==> src/cmp_pkg.sv <==
// Package for the comparator output logic: constants and shared types
package cmp_pkg;
    // -------------------------------------------------------------
    // Sizes and reset values
    // -------------------------------------------------------------
    localparam int         CHANNEL_WIDTH  = 3;
    localparam int         INSTR_DIV      = 4;
    localparam logic [2:0] CHANNEL_RESET  = 3'h0;
    localparam logic [1:0] DIV_RESET      = 2'h0;
    // Positive channel codes
    localparam logic [2:0] POS_PIN        = 3'h0;
    localparam logic [2:0] POS_DAC        = 3'h1;
    localparam logic [2:0] POS_FIXED_REF  = 3'h2;
    localparam logic [2:0] POS_GROUND     = 3'h3;
    // Negative channel codes
    localparam logic [2:0] NEG_PIN        = 3'h0;
    localparam logic [2:0] NEG_FIXED_REF  = 3'h1;
    localparam logic [2:0] NEG_GROUND     = 3'h2;
    // Analog switch selects: one-hot, all zero means disconnected
    typedef logic [3:0] pos_route_t;
    typedef logic [2:0] neg_route_t;
endpackage

==> src/cmp_link_if.sv <==
// Interface joining the software side and the comparator end
`timescale 1ns/1ps
interface cmp_link_if;
    logic       comparator_enable;
    logic       output_invert;
    logic       hysteresis_enable;
    logic       timer_sync_enable;
    logic       rise_irq_enable;
    logic       fall_irq_enable;
    logic [2:0] positive_channel_select;
    logic [2:0] negative_channel_select;
    logic       irq_clear;
    logic       comparator_result;
    logic       shared_result_mirror;
    logic       comparator_irq_flag;
    modport device (
        input  comparator_enable, output_invert, hysteresis_enable,
        input  timer_sync_enable, rise_irq_enable, fall_irq_enable,
        input  positive_channel_select, negative_channel_select,
        input  irq_clear,
        output comparator_result, shared_result_mirror,
        output comparator_irq_flag
    );
    modport host (
        output comparator_enable, output_invert, hysteresis_enable,
        output timer_sync_enable, rise_irq_enable, fall_irq_enable,
        output positive_channel_select, negative_channel_select,
        output irq_clear,
        input  comparator_result, shared_result_mirror,
        input  comparator_irq_flag
    );
endinterface

==> src/cmp_device.sv <==
// Comparator end: latching, polarity, sync, edges and flag
`timescale 1ns/1ps
module cmp_device (
    input  wire logic           clk_sys_in,
    input  wire logic           reset_n_in,
    cmp_link_if.device          link,
    input  wire logic           analog_above_in,
    input  wire logic           timer_clk_in,
    input  wire logic           shutdown_source_enable_in,
    input  wire logic           sleep_in,
    input  wire logic           timer_halted_in,
    output logic                timer_gate_out,
    output logic                pin_result_out,
    output logic                shutdown_out,
    output logic                wake_out,
    output logic                hysteresis_on_out,
    output logic                analog_power_out,
    output cmp_pkg::pos_route_t pos_route_out,
    output cmp_pkg::neg_route_t neg_route_out
);
    // -------------------------------------------------------------
    // Local constants
    // -------------------------------------------------------------
    // Divider count on which an instruction cycle ends
    localparam int         INSTR_DIV_M1 = cmp_pkg::INSTR_DIV - 1;
    localparam logic [1:0] DIV_LAST     = 2'(INSTR_DIV_M1);

    // -------------------------------------------------------------
    // Declarations
    // -------------------------------------------------------------
    // Synchroniser state: bit 0 analog result, bit 1 timer clock
    logic [1:0] async_in;
    logic [1:0] meta_reg;
    logic [1:0] meta_next;
    logic [1:0] sync_reg;
    logic [1:0] sync_next;
    logic       cmp_synced;
    logic       tclk_synced;
    // Instruction cycle and latched result state
    logic [1:0] div_reg;
    logic [1:0] div_next;
    logic       latched_reg;
    logic       latched_next;
    logic       prev_reg;
    logic       prev_next;
    // Timer sync copy and interrupt flag state
    logic       tclk_prev_reg;
    logic       tclk_prev_next;
    logic       tsync_reg;
    logic       tsync_next;
    logic       flag_reg;
    logic       flag_next;
    // Combinational helpers
    logic       tick;
    logic       raw;
    logic       adjusted;
    logic       rise_ev;
    logic       fall_ev;
    logic       tfall;
    logic       ext_val;

    // -------------------------------------------------------------
    // Input synchronisers
    // -------------------------------------------------------------
    // Both pins are asynchronous; only the second stage is read
    assign async_in    = {timer_clk_in, analog_above_in};
    assign cmp_synced  = sync_reg[0];
    assign tclk_synced = sync_reg[1];

    always_comb begin
        meta_next = async_in;
        sync_next = meta_reg;
    end

    always_ff @(posedge clk_sys_in) begin
        if (!reset_n_in) begin
            meta_reg <= 2'h0;
            sync_reg <= 2'h0;
        end else begin
            meta_reg <= meta_next;
            sync_reg <= sync_next;
        end
    end

    // -------------------------------------------------------------
    // Instruction cycle divider
    // -------------------------------------------------------------
    // Tick marks the last clock of each instruction cycle
    always_comb begin
        tick     = (div_reg == DIV_LAST);
        div_next = tick ? cmp_pkg::DIV_RESET : div_reg + 2'h1;
    end

    always_ff @(posedge clk_sys_in) begin
        if (!reset_n_in) begin
            div_reg <= cmp_pkg::DIV_RESET;
        end else begin
            div_reg <= div_next;
        end
    end

    // -------------------------------------------------------------
    // Result latch and edge detectors
    // -------------------------------------------------------------
    // Edges lag the latched result by one instruction cycle
    always_comb begin
        // Disabled comparator reads low
        raw          = link.comparator_enable & cmp_synced;
        // Invert applies even when disabled, so toggles make edges
        adjusted     = raw ^ link.output_invert;
        latched_next = tick ? adjusted : latched_reg;
        prev_next    = tick ? latched_reg : prev_reg;
        // Compare present and previous latched samples
        rise_ev      = tick & latched_reg & ~prev_reg;
        fall_ev      = tick & ~latched_reg & prev_reg;
    end

    always_ff @(posedge clk_sys_in) begin
        if (!reset_n_in) begin
            latched_reg <= 1'b0;
            prev_reg    <= 1'b0;
        end else begin
            latched_reg <= latched_next;
            prev_reg    <= prev_next;
        end
    end

    // -------------------------------------------------------------
    // Timer clock falling edge and synced copy
    // -------------------------------------------------------------
    // Edge seen two clocks late; timer clock must be slower than this
    always_comb begin
        tclk_prev_next = tclk_synced;
        // Timer clock given is already prescaled
        tfall          = tclk_prev_reg & ~tclk_synced;
        // Halted timer in sleep freezes the synced copy
        tsync_next     = (tfall & ~(sleep_in & timer_halted_in)) ?
                         adjusted : tsync_reg;
    end

    always_ff @(posedge clk_sys_in) begin
        if (!reset_n_in) begin
            tclk_prev_reg <= 1'b0;
            tsync_reg     <= 1'b0;
        end else begin
            tclk_prev_reg <= tclk_prev_next;
            tsync_reg     <= tsync_next;
        end
    end

    // -------------------------------------------------------------
    // Interrupt flag
    // -------------------------------------------------------------
    // Clear is a level: while it is held the flag only rises for one cycle on a set
    always_comb begin
        // Set beats a same-cycle clear
        flag_next = (rise_ev & link.rise_irq_enable) |
                    (fall_ev & link.fall_irq_enable) |
                    (flag_reg & ~link.irq_clear);
    end

    always_ff @(posedge clk_sys_in) begin
        if (!reset_n_in) begin
            flag_reg <= 1'b0;
        end else begin
            flag_reg <= flag_next;
        end
    end

    // -------------------------------------------------------------
    // Outputs
    // -------------------------------------------------------------
    // Pin path is not latched unless synced; the timer-synced copy tsync_reg is used
    assign ext_val = link.timer_sync_enable ? tsync_reg : adjusted;
    assign timer_gate_out       = ext_val;
    assign pin_result_out       = ext_val;
    assign shutdown_out         = ext_val & shutdown_source_enable_in;
    assign link.comparator_result    = latched_reg;
    assign link.shared_result_mirror = latched_reg;
    assign link.comparator_irq_flag  = flag_reg;
    // Flag wakes from sleep; irq enable gating is the host's job
    assign wake_out             = flag_reg & sleep_in;
    assign hysteresis_on_out    = link.hysteresis_enable &
                                  link.comparator_enable;
    assign analog_power_out     = link.comparator_enable;

    // -------------------------------------------------------------
    // Analog switch routing
    // -------------------------------------------------------------
    // Codes without a source leave the input open
    always_comb begin
        pos_route_out = '0;
        neg_route_out = '0;
        if (link.comparator_enable) begin
            unique case (link.positive_channel_select)
                cmp_pkg::POS_PIN:       pos_route_out = 4'h1;
                cmp_pkg::POS_DAC:       pos_route_out = 4'h2;
                cmp_pkg::POS_FIXED_REF: pos_route_out = 4'h4;
                cmp_pkg::POS_GROUND:    pos_route_out = 4'h8;
                default:                pos_route_out = 4'h0;
            endcase
            unique case (link.negative_channel_select)
                cmp_pkg::NEG_PIN:       neg_route_out = 3'h1;
                cmp_pkg::NEG_FIXED_REF: neg_route_out = 3'h2;
                cmp_pkg::NEG_GROUND:    neg_route_out = 3'h4;
                default:                neg_route_out = 3'h0;
            endcase
        end
    end
endmodule

==> src/flat_wrapper.sv <==
// flat-port wrapper written by rule: the top's interface ports become plain ports
module cmp_device_flat 
  (clk_sys_in, reset_n_in, analog_above_in, timer_clk_in, shutdown_source_enable_in, sleep_in, timer_halted_in, timer_gate_out, pin_result_out, shutdown_out, wake_out, hysteresis_on_out, analog_power_out, pos_route_out, neg_route_out, link_comparator_enable, link_output_invert, link_hysteresis_enable, link_timer_sync_enable, link_rise_irq_enable, link_fall_irq_enable, link_positive_channel_select, link_negative_channel_select, link_irq_clear, link_comparator_result, link_shared_result_mirror, link_comparator_irq_flag);
  cmp_link_if link_i ();
  input  wire logic clk_sys_in;
  input  wire logic reset_n_in;
  input  wire logic analog_above_in;
  input  wire logic timer_clk_in;
  input  wire logic shutdown_source_enable_in;
  input  wire logic sleep_in;
  input  wire logic timer_halted_in;
  output logic timer_gate_out;
  output logic pin_result_out;
  output logic shutdown_out;
  output logic wake_out;
  output logic hysteresis_on_out;
  output logic analog_power_out;
  output cmp_pkg::pos_route_t pos_route_out;
  output cmp_pkg::neg_route_t neg_route_out;
  input wire logic [$bits(link_i.comparator_enable)-1:0] link_comparator_enable;
  input wire logic [$bits(link_i.output_invert)-1:0] link_output_invert;
  input wire logic [$bits(link_i.hysteresis_enable)-1:0] link_hysteresis_enable;
  input wire logic [$bits(link_i.timer_sync_enable)-1:0] link_timer_sync_enable;
  input wire logic [$bits(link_i.rise_irq_enable)-1:0] link_rise_irq_enable;
  input wire logic [$bits(link_i.fall_irq_enable)-1:0] link_fall_irq_enable;
  input wire logic [$bits(link_i.positive_channel_select)-1:0] link_positive_channel_select;
  input wire logic [$bits(link_i.negative_channel_select)-1:0] link_negative_channel_select;
  input wire logic [$bits(link_i.irq_clear)-1:0] link_irq_clear;
  output wire logic [$bits(link_i.comparator_result)-1:0] link_comparator_result;
  output wire logic [$bits(link_i.shared_result_mirror)-1:0] link_shared_result_mirror;
  output wire logic [$bits(link_i.comparator_irq_flag)-1:0] link_comparator_irq_flag;
  assign link_i.comparator_enable = link_comparator_enable;
  assign link_i.output_invert = link_output_invert;
  assign link_i.hysteresis_enable = link_hysteresis_enable;
  assign link_i.timer_sync_enable = link_timer_sync_enable;
  assign link_i.rise_irq_enable = link_rise_irq_enable;
  assign link_i.fall_irq_enable = link_fall_irq_enable;
  assign link_i.positive_channel_select = link_positive_channel_select;
  assign link_i.negative_channel_select = link_negative_channel_select;
  assign link_i.irq_clear = link_irq_clear;
  assign link_comparator_result = link_i.comparator_result;
  assign link_shared_result_mirror = link_i.shared_result_mirror;
  assign link_comparator_irq_flag = link_i.comparator_irq_flag;
  cmp_device u_core (.clk_sys_in(clk_sys_in), .reset_n_in(reset_n_in), .link(link_i), .analog_above_in(analog_above_in), .timer_clk_in(timer_clk_in), .shutdown_source_enable_in(shutdown_source_enable_in), .sleep_in(sleep_in), .timer_halted_in(timer_halted_in), .timer_gate_out(timer_gate_out), .pin_result_out(pin_result_out), .shutdown_out(shutdown_out), .wake_out(wake_out), .hysteresis_on_out(hysteresis_on_out), .analog_power_out(analog_power_out), .pos_route_out(pos_route_out), .neg_route_out(neg_route_out));
endmodule
==> config.mk <==
export PLATFORM = sky130hd
export DESIGN_NAME = cmp_device_flat
export DESIGN_NICKNAME = d
export VERILOG_FILES = /design/src/cmp_pkg.sv /design/src/cmp_link_if.sv /design/src/cmp_device.sv /design/src/flat_wrapper.sv
export SDC_FILE = /design/constraint.sdc
export NUM_CORES = 1
export LEC_CHECK = 0
export ABC_AREA = 1
export BUFFER_PORTS_ARGS = -buffer_cell sky130_fd_sc_hd__buf_4
export CELL_PAD_IN_SITES_DETAIL_PLACEMENT = 0
export CELL_PAD_IN_SITES_GLOBAL_PLACEMENT = 1
export CORE_MARGIN = 5
export CORE_UTILIZATION = 27
export CTS_CLUSTER_DIAMETER = 100
export DETAILED_ROUTE_END_ITERATION = 7
export PLACE_DENSITY_LB_ADDON = 0.05
export RECOVER_POWER = 25
export SYNTH_ARGS = -nofsm -noshare
export SYNTH_HDL_FRONTEND = slang
export SYNTH_SLANG_ARGS = --single-unit
==> constraint.sdc <==
create_clock -name clk_sys_in -period 2.1 [get_ports clk_sys_in]
set_clock_uncertainty 0.05 [all_clocks]
set_input_delay 0.105 -clock clk_sys_in [delete_from_list [all_inputs] [get_ports clk_sys_in]]
set_output_delay 0.105 -clock clk_sys_in [all_outputs]
set_load 0.01 [all_outputs]
* Yosys cells after proc, flatten, opt, wreduce, memory -nomap -nowiden *
Cells that the tools add are included.

cells by class
  reduce and logical (&&, ||, !) cells = 3
  bitwise logic cells = 23
  eq/ne operators = 6
  mux-type cells = 5
  add/subtract/negate cells = 1

operators with widths
  kind                                            number
  case mux 4 bit (4 select lines)                 1
  bitwise AND 1 bit                               14
  == test 3 x 2 -> 1 bit (second input constant)  3
  case mux 3 bit (3 select lines)                 1
  == test 3 x 1 -> 1 bit (second input constant)  2
  zero test 3 bit                                 2
  inverter 1 bit                                  6
  2-to-1 mux 4 bit                                1
  2-to-1 mux 3 bit                                1
  adder 2 x 1 -> 2 bit (second input constant)    1
  == test 2 bit (second input constant)           1
  bitwise OR 1 bit                                2
  OR reduction 2 bit                              1
  2-to-1 mux 1 bit                                1
  bitwise XOR 1 bit                               1

storage, ports and cells
  output and inout port bits = 16
  register bits after elaboration = 11
  word-level logic and storage cells = 46

* Logic depth before layout (Yosys ltp) *
  depth after elaboration = 6
  depth in mapped cells = 7
  gate-level depth less buffers = 7

* Worst setup path after synthesis *
No wires, ideal clock.

  kind = flip-flop to flip-flop
  from = register u_core.div_reg[0]
  to = register u_core.flag_reg, in the netlist u_core.link.comparator_irq_flag
  required time = 1.941 ns
  data arrival time = 0.821 ns
  period minus slack after synthesis = 0.980 ns
  stages on the path, launching flop included = 8
  buffers on the path = 0
  path slack = 1.120 ns
  cell sequence = dfxtp_1 -> ha_1 -> inv_1 -> nor2_1 -> nand2_1 -> nand3_1 -> nand2_1 -> inv_1

on the way
  word-level cells in the longest chain between the ends = 6

RTL lines
  element                                                   RTL line                              RTL
  start, declared                                           cmp_device.sv:40                      logic [1:0] div_reg;
  start signal, assigned                                    cmp_device.sv:96                      div_reg <= cmp_pkg::DIV_RESET;
  start signal, assigned                                    cmp_device.sv:98                      div_reg <= div_next;
  == test 2 bit *                                           cmp_device.sv:90                      tick = (div_reg == DIV_LAST);
  bitwise AND 1 bit, on equally long branches (2 in a row)  cmp_device.sv:114, cmp_device.sv:115
  bitwise AND 1 bit, on equally long branches               cmp_device.sv:157, cmp_device.sv:158
  bitwise OR 1 bit *                                        cmp_device.sv:157                     flag_next = (rise_ev & link.rise_irq_enable) |
  bitwise OR 1 bit *                                        cmp_device.sv:158                     (fall_ev & link.fall_irq_enable) |
  end signal, assigned                                      cmp_device.sv:166                     flag_reg <= flag_next;
  end, declared                                             cmp_device.sv:51                      logic flag_reg;

Mark *: on every way between the ends. The rest lies on a longest branch, timed or not.
A chain may end at the register's enable or synchronous reset.

* Worst setup path in the final report *
  from = register u_core.sync_reg[0]
  to = output port pin_result_out

on the way
  word-level cells in the longest chain between the ends = 3

RTL lines
  element                 RTL line            RTL
  start, declared         cmp_device.sv:35    logic [1:0] sync_reg;
  start signal, assigned  cmp_device.sv:81    sync_reg <= sync_next;
  bitwise AND 1 bit       cmp_device.sv:108   raw = link.comparator_enable & cmp_synced;
  bitwise XOR 1 bit       cmp_device.sv:110   adjusted = raw ^ link.output_invert;
  2-to-1 mux 1 bit        cmp_device.sv:174   assign ext_val = link.timer_sync_enable ? tsync_reg : adjusted;
  end, declared           flat_wrapper.sv:13  output logic pin_result_out;

No other way between the ends.

==> qor_table.md <==
| Quantity | Value |
|---|---|
| Number of max-slew violations in the final report | 0 |
| Register bit total from synthesis | 11 |
| Area leader, netlist | sky130_fd_sc_hd__dfxtp_1 |
| Kind of critical path | reg2out |
| Final std cell area, no fill | 847 sq um |
| Vertical die dimension | 55.0 microns |
| Via density | 3.88 |
| Largest stage delay on the critical path | 0.33 ns |
| Relative slew slack | 81.7% |
| Cell area after placement | 808 sq um |
| Largest net degree at the start of global routing | 11 |
| Outcome | finished, final reports clean |
| Startpoint of the worst hold path | reset_n_in |
| Number of distinct standard cells referenced by the synthesized netlist | 13 |
| Yosys top cell area share | 40.4% |
| Total gr overflow | 0 |
| Remaining design rule violation count | 0 |
| Floorplan die area | 0.00302 sq mm |
| Crit. End Element | primary output |
| Number of placement rows | 16 |
| Final worst-path cycle share | 59.8% |
| Final antenna-violating net count | 0 |
| Final-report hold violation count | 0 |
| Number of placed I/O pins | 36 |
| Number of instances in the synthesized netlist | 84 |
| Synth Warn # | 0 |
| Initial cell density of the core | 28.1% |
| Number of iterations in the first detailed-routing pass | 4 |
| Launching point of the worst reg2reg path | u_core.div_reg[0] |
| TritonCTS clock tree | built |
| Clock Tree Root | sky130_fd_sc_hd__clkbuf_4 |
| Global placer's final weighted congestion | 0.618 |
| Top cells by count, synth | 22 x sky130_fd_sc_hd__inv_1, 22 x sky130_fd_sc_hd__nand2_1, 12 x sky130_fd_sc_hd__nor2_1 |
| Worst-skew pair later-pin latency | 0.26 ns |
| Maximum vdd ir drop | 0.338 mV |
| Required time of the critical path | 1.95 ns |
| Total setup violations reported at the end of the flow | 0 |
| Half-perimeter wire length after placement | 1030 microns |
| CTS buffer count | 3 |
| Number of violations of the max-capacitance limit | 0 |
| Async SR Flop Fraction | 0% |
| Average cell area after synthesis | 6.49 sq um |
| Final critical delay including setup and external delays | 1.26 ns |
| DR vias | 574 |
| Global-route wire length before repair | 2150 microns |
| Wire per inst | 8.66 microns |
| Number of synthesized flops with an enable pin | 0 |
| Startpoint of the worst setup timing path | u_core.sync_reg[0] |
| Cell Count Post-Placement | 142 |
| Slew @ Worst Pin | 0.271 ns |
| Wire length after detailed routing | 1280 microns |
| Maximum clock rate | 0.796 GHz |
| Clock tree sinks | 11 |
| Buffers added on ports | 35 |
| Resize count post-CTS | 0 |
| Power per unit of standard cell area | 542 mW/mm^2 |
| Core area | 0.00194 sq mm |
| Number of nets in the synthesized netlist | 105 |
| Critical-path top delay cell | sky130_fd_sc_hd__dfxtp_1 |
| Diodes inserted | 0 |
| Synthesis-to-finish area growth | 55.3% |
| Path category of the worst min-delay check | in2reg |
| # Post-CTS Setup Buffers | 0 |
| Die width | 55.0 microns |
| Maximum buffer depth of the clock tree | 2 |
| Post-Layout Cell Count | 148 |
| Worst-case setup margin in the final layout | 0.843 ns |
| Post-synthesis instance area | 546 sq um |
| Setup repair after global routing missed its margin | false |
| Leakage | 0.516 nW |
| CP most frequent cell | sky130_fd_sc_hd__nand2_1 |
| Worst-case setup slack after placement | 1.06 ns |
| Setup_tns | 0 ns |
| Overall Global Routing Usage | 10.1% |
| Portion of the post-synthesis area used by sequential elements | 40.4% |
| Final Net Count | 143 |
| CP startpoint kind | register |
| Filler cell count in the final layout | 218 |
| Clock transition at the registers of the reported paths | 0.07 ns |
| Number of DRC markers after the initial detailed-route iteration | 9 |
| Cells along the critical path | nand2_1 > nand2_1 > nand3_1 > nand2_1 > inv_1 > buf_4 |
| H-Tree Depth | 1 |
| Top cells by area, synth | sky130_fd_sc_hd__dfxtp_1 40%, sky130_fd_sc_hd__inv_1 15%, sky130_fd_sc_hd__nand2_1 15% |
| Number of antenna violations at the first check in global routing | 0 |
| Vias in the first global route | 550 |
| Fraction of final layout cells with drive strength greater than 1 | 29.8% |
| Top flip-flop cell by instance count after synthesis | sky130_fd_sc_hd__dfxtp_1 |
| Highest fanout seen on the critical path | 3 |
| CP Data Arrival Time | 1.10 ns |
[timing repair]
| action | in CTS | in global routing |
|---|---|---|
| hold endpoints to repair | 2 | 0 |
| endpoints found under the setup margin | 0 | 0 |
| hold buffers | 2 | 0 |
[metal layers]
layer	up-vias	global-route usage (%)	wire length (microns)
met5	-	0	0
met4	0	8.50	16
met3	2	2.41	165
met2	24	15.6	545
met1	230	11.7	554
li1	318	-	-
[power by group]
part,total (W),switching [W],internal (W)
logic,0.0000920,0.0000414,0.0000506
clock network,0.000142,0.0000686,0.0000734
registers,0.000225,0.00000513,0.000220
total,0.000459,0.000115,0.000344
[per-stage QoR]
step / power, W / hold WS, ns / utilization, %
3_5_place_dp: 0.000322 / 0.240 / 41.6
6_report: 0.000459 / 0.0535 / 43.6
3_3_place_gp: 0.000321 / 0.239 / 41.6
2_1_floorplan: 0.000274 / 0.153 / -
4_1_cts: 0.000471 / 0.0423 / 44.0
5_1_grt: 0.000489 / 0.0596 / 43.6
[final timing paths]
| kind | end | slack, ns | cells past startpoint |
|---|---|---|---|
| worst min-delay path | u_core.sync_reg[0] | 0.05 | 3 |
| worst max register to register | u_core.link.comparator_irq_flag | 1.06 | 7 |
| worst min register to register | u_core.sync_reg[0] | 0.36 | 2 |
| worst max-delay path | pin_result_out | 0.84 | 6 |
[layout by cell type (no fill, tap or decap), types with 2 or more instances in the layout]
| cell | Yosys | layout |
|---|---|---|
| sky130_fd_sc_hd__dfxtp_1 | 11 | 11 |
| sky130_fd_sc_hd__dlygate4sd3_1 | 0 | 2 |
| sky130_fd_sc_hd__nand3_1 | 4 | 4 |
| sky130_fd_sc_hd__buf_4 | 3 | 32 |
| sky130_fd_sc_hd__inv_1 | 22 | 22 |
| sky130_fd_sc_hd__nor2_1 | 12 | 12 |
| sky130_fd_sc_hd__o21ai_0 | 2 | 2 |
| sky130_fd_sc_hd__clkbuf_4 | 0 | 4 |
| sky130_fd_sc_hd__clkbuf_1 | 0 | 3 |
| sky130_fd_sc_hd__nand2_1 | 22 | 22 |
| sky130_fd_sc_hd__nor4_1 | 3 | 3 |
[cells by family (layout without fill, tap and decap cells)]
kind of cell / Yosys count / in the layout / synth area share (%)
compound gates: 3 / 3 / 2.98
fa+ha+maj: 1 / 1 / 2.29
buf+inv: 26 / 63 / 21.3
flops: 11 / 11 / 40.4
simple gates: 43 / 43 / 33.0
[worst max-delay path, delay by kind of cell, from the launching register on]
kind / cells / cell delay [ns]
buf+inv: 2 / 0.18
flops: 1 / 0.33
simple gates: 4 / 0.32
[cell type report]
class,instances,area (sq um),area share [%]
timing repair buffer,37,275,32.5
sequential,11,220,26.0
multi-input combinational,47,209,24.7
inverter,22,82.6,9.75
tap,27,33.8,3.99
clock buffer,4,26.3,3.10
Power figures use the tool's default switching activity.
